===== src/hdl/i2c_seq_pkg.sv =====
/*
 * Constants and types shared by the I2C master sequencer.
 * Assumes an 8-bit special-function-register port on the core clock.
 */
package i2c_seq_pkg;

    // ----------------------------------------------------------------
    // register offsets on the function-register port
    // ----------------------------------------------------------------
    localparam logic [7:0] ADDR_TXBUF  = 8'h9A;
    localparam logic [7:0] ADDR_RXBUF  = 8'h9B;
    localparam logic [7:0] ADDR_MODE   = 8'hE8;
    localparam logic [7:0] ADDR_TARGET = 8'hE9;
    localparam logic [7:0] ADDR_STATUS = 8'hEA;
    localparam logic [7:0] RESET_BYTE  = 8'h00;

    // ----------------------------------------------------------------
    // field positions
    // ----------------------------------------------------------------
    localparam int MODE_EN      = 7;
    localparam int MODE_RATE_HI = 6;
    localparam int MODE_RATE_LO = 5;
    localparam int MODE_RCT_HI  = 4;
    localparam int TGT_DIR      = 0;
    localparam int ST_BUSY      = 7;
    localparam int ST_NOACK     = 6;
    localparam int ST_RXPEND    = 5;
    localparam int ST_TXEMPTY   = 4;
    localparam int ST_COLL      = 1;
    localparam int ST_OVER      = 0;
    localparam logic [7:0] STICKY_MASK = 8'h73;

    // ----------------------------------------------------------------
    // queue level codes and timing
    // ----------------------------------------------------------------
    localparam logic [1:0] LVL_EMPTY = 2'h0;
    localparam logic [1:0] LVL_HALF  = 2'h2;
    localparam logic [1:0] LVL_FULL  = 2'h3;
    // core clocks per quarter scl period at the fastest rate (core/16)
    localparam logic [6:0] QTR_BASE  = 7'h04;

    typedef enum logic [2:0] {
        S_IDLE  = 3'b000,
        S_START = 3'b001,
        S_BIT   = 3'b010,
        S_ACK   = 3'b011,
        S_STOP  = 3'b100
    } seq_state_t;

endpackage


===== src/hdl/i2c_master_seq.sv =====
/*
 * I2C master sequencer: target-select and status registers, two-entry
 * byte queues each way, and the open-drain bit engine.
 * Assumes the CPU port runs on REF_CLK and the bus has pull-ups.
 */
`timescale 1ns/1ps

// ----------------------------------------------------------------
// two-entry byte queue with valid/ready on both sides
// ----------------------------------------------------------------
module pair_buffer
    import i2c_seq_pkg::*;
(
    input  wire logic       clk,
    input  wire logic       rst,
    input  wire logic       flush,
    input  wire logic       in_valid,
    input  wire logic [7:0] in_data,
    output logic            in_ready,
    output logic            out_valid,
    output logic [7:0]      out_data,
    input  wire logic       out_ready,
    output logic [1:0]      level
);
    logic [7:0] mem_reg [2];
    logic [7:0] mem_next [2];
    logic       wp_reg, wp_next, rp_reg, rp_next;
    logic [1:0] cnt_reg, cnt_next;
    logic       push, pop;

    // ready looks only at the count, so no path runs through the queue
    assign in_ready  = cnt_reg != 2'h2;
    assign out_valid = cnt_reg != 2'h0;
    assign out_data  = mem_reg[rp_reg];
    assign push      = in_valid && in_ready;
    assign pop       = out_valid && out_ready;
    assign level     = !out_valid ? LVL_EMPTY : (in_ready ? LVL_HALF : LVL_FULL);

    // pointer and count update, flush wins over everything
    always_comb begin
        mem_next = mem_reg;
        wp_next  = wp_reg;
        rp_next  = rp_reg;
        cnt_next = cnt_reg + 2'(push) - 2'(pop);
        if (push) begin
            mem_next[wp_reg] = in_data;
            wp_next          = !wp_reg;
        end
        if (pop) begin
            rp_next = !rp_reg;
        end
        if (flush) begin
            wp_next  = 1'b0;
            rp_next  = 1'b0;
            cnt_next = 2'h0;
        end
    end

    // storage registers
    always_ff @(posedge clk) begin
        if (rst) begin
            mem_reg <= '{8'h00, 8'h00};
            wp_reg  <= 1'b0;
            rp_reg  <= 1'b0;
            cnt_reg <= 2'h0;
        end else begin
            mem_reg <= mem_next;
            wp_reg  <= wp_next;
            rp_reg  <= rp_next;
            cnt_reg <= cnt_next;
        end
    end
endmodule

// Overview of operation
// - target write starts transaction to address
// - direction one reads, bytes into queue
// - direction zero writes bytes from queue
// - busy flag while active, queue drained
// - missing ack sets sticky flag, halts
// - receive pending set while queue nonempty
// - transmit empty set when queue empties
// - level field 00, 10, 11 codes
// - simultaneous data write and read flagged
// - write into full queue flagged
// - master acks each received byte but the last
// - nack after programmed count ends read
// - target rewrite mid-transfer gives repeated start
// - read ends after count plus one bytes
// - enable bit gates launching a transfer
// - empty transmit queue stops a write
// - error during write flushes transmit queue
module i2c_master_seq
    import i2c_seq_pkg::*;
(
    input  wire logic       REF_CLK,
    input  wire logic       RST,
    input  wire logic [7:0] SFR_ADDR,
    input  wire logic       SFR_WR,
    input  wire logic       SFR_RD,
    input  wire logic [7:0] SFR_WDATA,
    output logic      [7:0] SFR_RDATA,
    input  wire logic       SCL_I,
    output logic            SCL_O,
    output logic            SCL_OE_N,
    input  wire logic       SDA_I,
    output logic            SDA_O,
    output logic            SDA_OE_N
);
    // ----------------------------------------------------------------
    // declarations
    // ----------------------------------------------------------------
    seq_state_t state_reg, state_next;
    logic [7:0] mode_reg, mode_next, target_reg, target_next;
    logic [7:0] stat_reg, stat_next, rdata_reg, rdata_next, stat_set;
    logic       pend_reg, pend_next, txhad_reg, txhad_next;
    logic [1:0] qtr_reg, qtr_next;
    logic [6:0] tick_reg, tick_next, qlen;
    logic [2:0] bit_reg, bit_next;
    logic [7:0] shift_reg, shift_next;
    logic [4:0] rxcnt_reg, rxcnt_next;
    logic       addr_ph_reg, addr_next, dir_reg, dir_next;
    logic       nack_reg, nack_next, scl_oe_n_reg, scl_next;
    logic       sda_oe_n_reg, sda_next, low_reg;
    logic       scl_s1, scl_s2, sda_s1, sda_s2;
    logic       tick_done, hold, stall, advance, receiving, last_byte;
    logic       rx_push, tx_pop, nack_ev, fin;
    logic       tx_wr, rx_rd, tgt_wr, stat_wr, coll;
    logic       tx_in_ready, tx_out_valid, rx_in_ready, rx_out_valid;
    logic [7:0] tx_out_data, rx_out_data;
    logic [1:0] tx_level, rx_level;

    // ----------------------------------------------------------------
    // pin synchronisers and port decode
    // ----------------------------------------------------------------
    // two stages before anything looks at the bus lines
    always_ff @(posedge REF_CLK) begin
        if (RST) begin
            scl_s1 <= 1'b1;
            scl_s2 <= 1'b1;
            sda_s1 <= 1'b1;
            sda_s2 <= 1'b1;
        end else begin
            scl_s1 <= SCL_I;
            scl_s2 <= scl_s1;
            sda_s1 <= SDA_I;
            sda_s2 <= sda_s1;
        end
    end

    assign tx_wr   = SFR_WR && SFR_ADDR == ADDR_TXBUF;
    assign rx_rd   = SFR_RD && SFR_ADDR == ADDR_RXBUF;
    assign tgt_wr  = SFR_WR && SFR_ADDR == ADDR_TARGET;
    assign stat_wr = SFR_WR && SFR_ADDR == ADDR_STATUS;
    // separate buffer addresses, so a clash is both strobes at once on either byte buffer
    assign coll    = SFR_WR && SFR_RD && (SFR_ADDR == ADDR_TXBUF || SFR_ADDR == ADDR_RXBUF);

    // outgoing queue; a failed write empties it
    pair_buffer u_txq (
        .clk       (REF_CLK),
        .rst       (RST),
        .flush     (nack_ev && !dir_reg),
        .in_valid  (tx_wr),
        .in_data   (SFR_WDATA),
        .in_ready  (tx_in_ready),
        .out_valid (tx_out_valid),
        .out_data  (tx_out_data),
        .out_ready (tx_pop),
        .level     (tx_level)
    );

    // incoming queue; a full queue stalls the bus with scl released high in the ack slot
    pair_buffer u_rxq (
        .clk       (REF_CLK),
        .rst       (RST),
        .flush     (1'b0),
        .in_valid  (rx_push),
        .in_data   (shift_reg),
        .in_ready  (rx_in_ready),
        .out_valid (rx_out_valid),
        .out_data  (rx_out_data),
        .out_ready (rx_rd),
        .level     (rx_level)
    );

    // ----------------------------------------------------------------
    // quarter-period timing
    // ----------------------------------------------------------------
    assign qlen      = QTR_BASE << mode_reg[MODE_RATE_HI:MODE_RATE_LO];
    assign tick_done = tick_reg == qlen - 7'd1;
    assign receiving = !addr_ph_reg && dir_reg;
    assign last_byte = rxcnt_reg == mode_reg[MODE_RCT_HI:0];
    // a target holding scl low stretches the high quarter
    assign hold      = qtr_reg == 2'd2 && scl_oe_n_reg && !scl_s2;
    assign stall     = state_reg == S_ACK && qtr_reg == 2'd3 && receiving && !rx_in_ready;
    assign advance   = state_reg != S_IDLE && tick_done && !hold && !stall;

    // ----------------------------------------------------------------
    // bit engine
    // ----------------------------------------------------------------
    // each bit is four quarters: set data, raise scl, sample, drop scl
    always_comb begin
        state_next = state_reg;
        qtr_next   = qtr_reg;
        tick_next  = tick_done ? tick_reg : tick_reg + 7'd1;
        bit_next   = bit_reg;
        shift_next = shift_reg;
        rxcnt_next = rxcnt_reg;
        addr_next  = addr_ph_reg;
        dir_next   = dir_reg;
        nack_next  = nack_reg;
        scl_next   = scl_oe_n_reg;
        sda_next   = sda_oe_n_reg;
        rx_push    = 1'b0;
        tx_pop     = 1'b0;
        nack_ev    = 1'b0;
        fin        = 1'b0;
        if (advance) begin
            tick_next = 7'd0;
            qtr_next  = qtr_reg + 2'd1;
        end
        unique case (state_reg)
            S_IDLE: begin
                qtr_next  = 2'd0;
                tick_next = 7'd0;
                if (pend_reg) begin
                    state_next = S_START;
                end
            end
            S_START: if (advance) begin
                unique case (qtr_reg)
                    2'd0: sda_next = 1'b1;
                    2'd1: scl_next = 1'b1;
                    2'd2: sda_next = 1'b0;
                    2'd3: begin
                        scl_next   = 1'b0;
                        state_next = S_BIT;
                        bit_next   = 3'd7;
                        shift_next = target_reg;
                        addr_next  = 1'b1;
                        dir_next   = target_reg[TGT_DIR];
                        rxcnt_next = 5'd0;
                    end
                endcase
            end
            S_BIT: if (advance) begin
                unique case (qtr_reg)
                    2'd0: sda_next = receiving || shift_reg[7];
                    2'd1: scl_next = 1'b1;
                    2'd2: shift_next = {shift_reg[6:0], sda_s2};
                    2'd3: begin
                        scl_next = 1'b0;
                        bit_next = bit_reg - 3'd1;
                        if (bit_reg == 3'd0) begin
                            state_next = S_ACK;
                        end
                    end
                endcase
            end
            S_ACK: if (advance) begin
                unique case (qtr_reg)
                    2'd0: sda_next = receiving ? last_byte : 1'b1;
                    2'd1: scl_next = 1'b1;
                    2'd2: nack_next = sda_s2;
                    2'd3: begin
                        scl_next   = 1'b0;
                        bit_next   = 3'd7;
                        state_next = S_BIT;
                        addr_next  = 1'b0;
                        if (receiving) begin
                            rx_push    = 1'b1;
                            rxcnt_next = rxcnt_reg + 5'd1;
                            fin        = last_byte;
                        end else if (nack_reg) begin
                            nack_ev = 1'b1;
                            fin     = 1'b1;
                        end else if (!(addr_ph_reg && dir_reg)) begin
                            if (tx_out_valid) begin
                                tx_pop     = 1'b1;
                                shift_next = tx_out_data;
                            end else begin
                                fin = 1'b1;
                            end
                        end
                        if (fin) begin
                            state_next = pend_reg ? S_START : S_STOP;
                        end
                    end
                endcase
            end
            S_STOP: if (advance) begin
                unique case (qtr_reg)
                    2'd0: sda_next = 1'b0;
                    2'd1: scl_next = 1'b1;
                    2'd2: sda_next = 1'b1;
                    2'd3: state_next = S_IDLE;
                endcase
            end
            default: state_next = S_IDLE;
        endcase
    end

    // engine registers; lines reset released
    always_ff @(posedge REF_CLK) begin
        if (RST) begin
            state_reg    <= S_IDLE;
            qtr_reg      <= 2'd0;
            tick_reg     <= 7'd0;
            bit_reg      <= 3'd7;
            shift_reg    <= RESET_BYTE;
            rxcnt_reg    <= 5'd0;
            addr_ph_reg  <= 1'b0;
            dir_reg      <= 1'b0;
            nack_reg     <= 1'b0;
            scl_oe_n_reg <= 1'b1;
            sda_oe_n_reg <= 1'b1;
            low_reg      <= 1'b0;
        end else begin
            state_reg    <= state_next;
            qtr_reg      <= qtr_next;
            tick_reg     <= tick_next;
            bit_reg      <= bit_next;
            shift_reg    <= shift_next;
            rxcnt_reg    <= rxcnt_next;
            addr_ph_reg  <= addr_next;
            dir_reg      <= dir_next;
            nack_reg     <= nack_next;
            scl_oe_n_reg <= scl_next;
            sda_oe_n_reg <= sda_next;
            low_reg      <= 1'b0;
        end
    end

    // ----------------------------------------------------------------
    // registers seen by the CPU
    // ----------------------------------------------------------------
    // sticky flags: a set in the clearing cycle wins over the clear
    always_comb begin
        mode_next   = SFR_WR && SFR_ADDR == ADDR_MODE ? SFR_WDATA : mode_reg;
        target_next = tgt_wr ? SFR_WDATA : target_reg;
        // launch only while enabled; a rewrite when busy queues a restart
        pend_next   = (tgt_wr && mode_reg[MODE_EN])
                      || (pend_reg && !(state_reg != S_START && state_next == S_START));
        txhad_next  = tx_out_valid;
        stat_set             = 8'h00;
        stat_set[ST_NOACK]   = nack_ev;
        stat_set[ST_RXPEND]  = rx_out_valid;
        stat_set[ST_TXEMPTY] = txhad_reg && !tx_out_valid;
        stat_set[ST_COLL]    = coll;
        stat_set[ST_OVER]    = tx_wr && !tx_in_ready;
        stat_next = (stat_reg & ~(stat_wr ? ~SFR_WDATA & STICKY_MASK : 8'h00)) | stat_set;
        rdata_next = rdata_reg;
        if (SFR_RD) begin
            case (SFR_ADDR)
                ADDR_RXBUF:  rdata_next = rx_out_data;
                ADDR_MODE:   rdata_next = mode_reg;
                ADDR_TARGET: rdata_next = target_reg;
                // busy and level are live, the rest sticky
                ADDR_STATUS: rdata_next = {state_reg != S_IDLE, stat_reg[6:4],
                                           dir_reg ? rx_level : tx_level, stat_reg[1:0]};
                default:     rdata_next = RESET_BYTE;
            endcase
        end
    end

    // register file storage
    always_ff @(posedge REF_CLK) begin
        if (RST) begin
            mode_reg   <= RESET_BYTE;
            target_reg <= RESET_BYTE;
            stat_reg   <= RESET_BYTE;
            rdata_reg  <= RESET_BYTE;
            pend_reg   <= 1'b0;
            txhad_reg  <= 1'b0;
        end else begin
            mode_reg   <= mode_next;
            target_reg <= target_next;
            stat_reg   <= stat_next;
            rdata_reg  <= rdata_next;
            pend_reg   <= pend_next;
            txhad_reg  <= txhad_next;
        end
    end

    assign SFR_RDATA = rdata_reg;
    assign SCL_O     = low_reg;
    assign SDA_O     = low_reg;
    assign SCL_OE_N  = scl_oe_n_reg;
    assign SDA_OE_N  = sda_oe_n_reg;
endmodule


===== config.mk =====
export PLATFORM = sky130hd
export DESIGN_NAME = i2c_master_seq
export DESIGN_NICKNAME = d
export VERILOG_FILES = /design/src/hdl/i2c_seq_pkg.sv /design/src/hdl/i2c_master_seq.sv
export SDC_FILE = /design/constraint.sdc
export NUM_CORES = 1
export LEC_CHECK = 0
export ABC_CLOCK_PERIOD_IN_PS = 3410
export BUFFER_PORTS_ARGS = -buffer_cell sky130_fd_sc_hd__buf_2
export CAP_MARGIN = 20
export CORE_MARGIN = 4
export CORE_UTILIZATION = 25
export DETAILED_ROUTE_END_ITERATION = 8
export PLACE_DENSITY = 0.5
export SYNTH_ARGS = -nofsm -noshare
export SYNTH_HDL_FRONTEND = slang
export SYNTH_SLANG_ARGS = --single-unit

===== constraint.sdc =====
create_clock -name REF_CLK -period 3.41 [get_ports REF_CLK]
set_clock_uncertainty 0.1 [all_clocks]
set_input_delay 0.341 -clock REF_CLK [delete_from_list [all_inputs] [get_ports REF_CLK]]
set_output_delay 0.341 -clock REF_CLK [all_outputs]
set_load 0.02 [all_outputs]

==> impl_metrics.ini <==
[synthesis]
synth.distinct_cells = 58
synth_top_family_by_area = simple AND/OR/NAND/NOR gates
yosys.area.top_type = dfxtp_1
synthTopCellsByArea = dfxtp_1 (41%), mux2i_1 (8.7%), nor2_1 (6.3%), a21oi_1 (5.1%), nand3_1 (3.4%)
synthArstFlopShare = 0
synth-compound-area-share = 0.145
synthAdderAreaFrac = 0.0284
synthMuxAreaShare = 0.0893
ys_seq_elements = 108
synth_area_um2 = 5280
synth_edf_count = 0
yosys.area.top_type_share = 0.409
synthSimpleGateAreaFrac = 0.246
synth_top_flop_cell = dfxtp_1
syn_inst = 608
yosys_warnings = 0
synth_xor_xnor_area_share = 0.0398
synth_area_per_cell_um2 = 8.69
yosysSeqAreaShare = 0.409

[clock_network]
cts_tree = done
cts_buffers = 9
clock-sinks = 108
holdBufCountCts = 0
clock_path_buffers = 2
root_buffer = clkbuf_16
clk_latency_ns = 0.36
ctsResizeCount = 0
post_cts_buffers = 0
ctsHtreeMaxLevel = 3
cts.clk_slew.worst_paths_ns = 0.07

[sta]
fmax_ghz = 0.364
slew_headroom = 0.428
fin_crit_ns = 2.75
final_max_slew_viol_count = 0
finalCritPeriodShare = 0.805
rsz0062_at_grt = no
worstMarginPinSlew_ns = 0.851
tns_ns = 0
setup_viol = 0
finalHoldViolCount = 0

[power_and_ir_drop]
power_frac_seq = 0.535
power-per-cell-area_nw_per_um2 = 396
p_sw_uw = 573
clock_power_share = 0.431
p_sw_frac = 0.241
combPwrFrac = 0.034
p_leak_uw = 0.00218
peakVddDrop_uv = 274
p_int_uw = 1800

[worst_setup_path]
required_ns = 3.54
setup.worst_path.end_class = flip-flop
cp_max_fo = 4
start_kind = flip-flop
critPathArrivalTime_ns = 2.88
crit_type = flip-flop to flip-flop

[global_routing]
grt_pass1_vias = 4044
track_usage = 0.120
grt_max_degree = 58
grt_pass1_wl_mm = 22.7
grt_overflow = 0
antenna_found_initial = 0

[outcome]
status = completed

[routing]
detail_route.first_pass.iterations = 4
routed_wl_mm = 14.0
drtIter0Drc = 376
wire_per_inst_um = 15.5
vias = 4312
ant_nets = 0
drc = 0
vias_per_cell = 4.78

[placed_design]
place_area_um2 = 5720
place.port_buffers = 31
gp_congestion = 0.849
dpl.hpwl_mm = 10.1

[cells_and_area]
area_delta_synth_final_pct = 13.7
num-nets-final = 662
drive_gt1_frac = 0.130
final_cell_area_um2 = 6000
antennaDiodeCount = 0

[floorplan]
initial_core_util = 0.258
coreArea_um2 = 20500
pin_count = 34
die_w_um = 153
die_y_um = 153
die_area_um2 = 23500
row_count = 52

[worst_hold_path]
min_path_type = input port to flip-flop

[job]
maxCapViolations = 0
metrics by stage:
stage	power (uW)	worst slack, ns	std cells	util	hold WS [ns]
after floorplan	1350	0.840	609	-	0.289
after global placement	1380	0.664	887	0.279	0.292
after detailed placement	1380	0.650	887	0.279	0.296
after CTS	2410	0.633	903	0.293	0.0554
after global routing	2470	0.366	903	0.293	0.0726
final	2370	0.664	903	0.293	0.0710
power groups by stage:
stage	sequential, uW	combinational (uW)	clock, uW
5_1_grt	1270	90.2	1110
3_3_place_gp	1300	82.8	0
6_report	1270	81.4	1020
4_1_cts	1270	82.7	1060
2_1_floorplan	1310	41.8	0
3_5_place_dp	1300	82.5	0
layer usage:
metal,GRT usage,routed length (um)
met5,0,0
met2,0.174,5940
met3,0.0184,653
met4,0.0521,281
met1,0.176,7090
cell usage in the layout (no fill, tap or decap), drive strengths merged, types with 3 or more instances in the layout:
cell type	count
a211oi	21
a21oi	55
a22oi	8
a311oi	10
and3	6
buf	45
clkbuf	10
dfxtp	108
ha	12
inv	19
mux2i	46
nand2	44
nand2b	4
nand3	38
nand3b	4
nand4	6
nand4b	4
nor2	89
nor2b	6
nor3	15
nor3b	7
nor4	3
o21ai	11
or2	5
or3	5
or4	4
xnor2	8
xor2	16
final cells by class:
type,instances,area (um2)
repair buffers,45,263
inverters,15,56.3
clock inverters,6,53.8
flip-flops and latches,108,2160
multi-input cells,449,2900
clock buffers,10,229
well taps,270,338
fillers,2157,14500
final timing paths:
| kind | startpoint | endpoint | cells past startpoint | slack [ns] |
|---|---|---|---|---|
| max | tick_reg[0] | u_txq.cnt_reg[1] | 12 | 0.66 |
| min | SCL_I | scl_s1 | 2 | 0.07 |
| max reg2reg | tick_reg[0] | u_txq.cnt_reg[1] | 12 | 0.66 |
| min reg2reg | scl_s1 | scl_s2 | 1 | 0.31 |
critical path, cell delays in order, from the launching register on:
cell,delay (ns)
dfxtp_1,0.36
ha_1,0.19
or3b_4,0.40
a21oi_4,0.15
and3_1,0.21
nand4_1,0.17
nor3_1,0.23
ha_1,0.25
inv_1,0.06
ha_1,0.15
xor2_1,0.17
xnor2_1,0.14
nor2_1,0.05
logic make-up after synthesis:
group | Yosys count
AND/OR/NAND/NOR | 248
AO/OA/AOI/OAI | 116
flip-flops | 108
buffers and inverters | 52
multiplexers | 47
XOR/XNOR | 24
adder cells (fa/ha/maj) | 12
other | 1
synthesized netlist by cell type (2+ instances only):
master    number
a211oi_1      18
a211oi_2       3
a21oi_1       54
a22oi_1        8
a311oi_1      10
and2_1         2
and3_1         6
and3b_1        2
buf_2          5
buf_4          3
clkbuf_1      26
dfxtp_1      108
ha_1          12
inv_1         15
mux2i_1       46
nand2_1       44
nand2b_1       4
nand3_1       36
nand3b_1       4
nand4_1        6
nand4b_1       4
nor2_1        89
nor2b_1        6
nor3_1        12
nor3_2         2
nor3b_1        5
nor3b_2        2
nor4_4         3
o21ai_0       11
or2_2          5
or3_1          5
or4_1          4
xnor2_1        8
xor2_1        16
(Power assumes the default switching activity.)
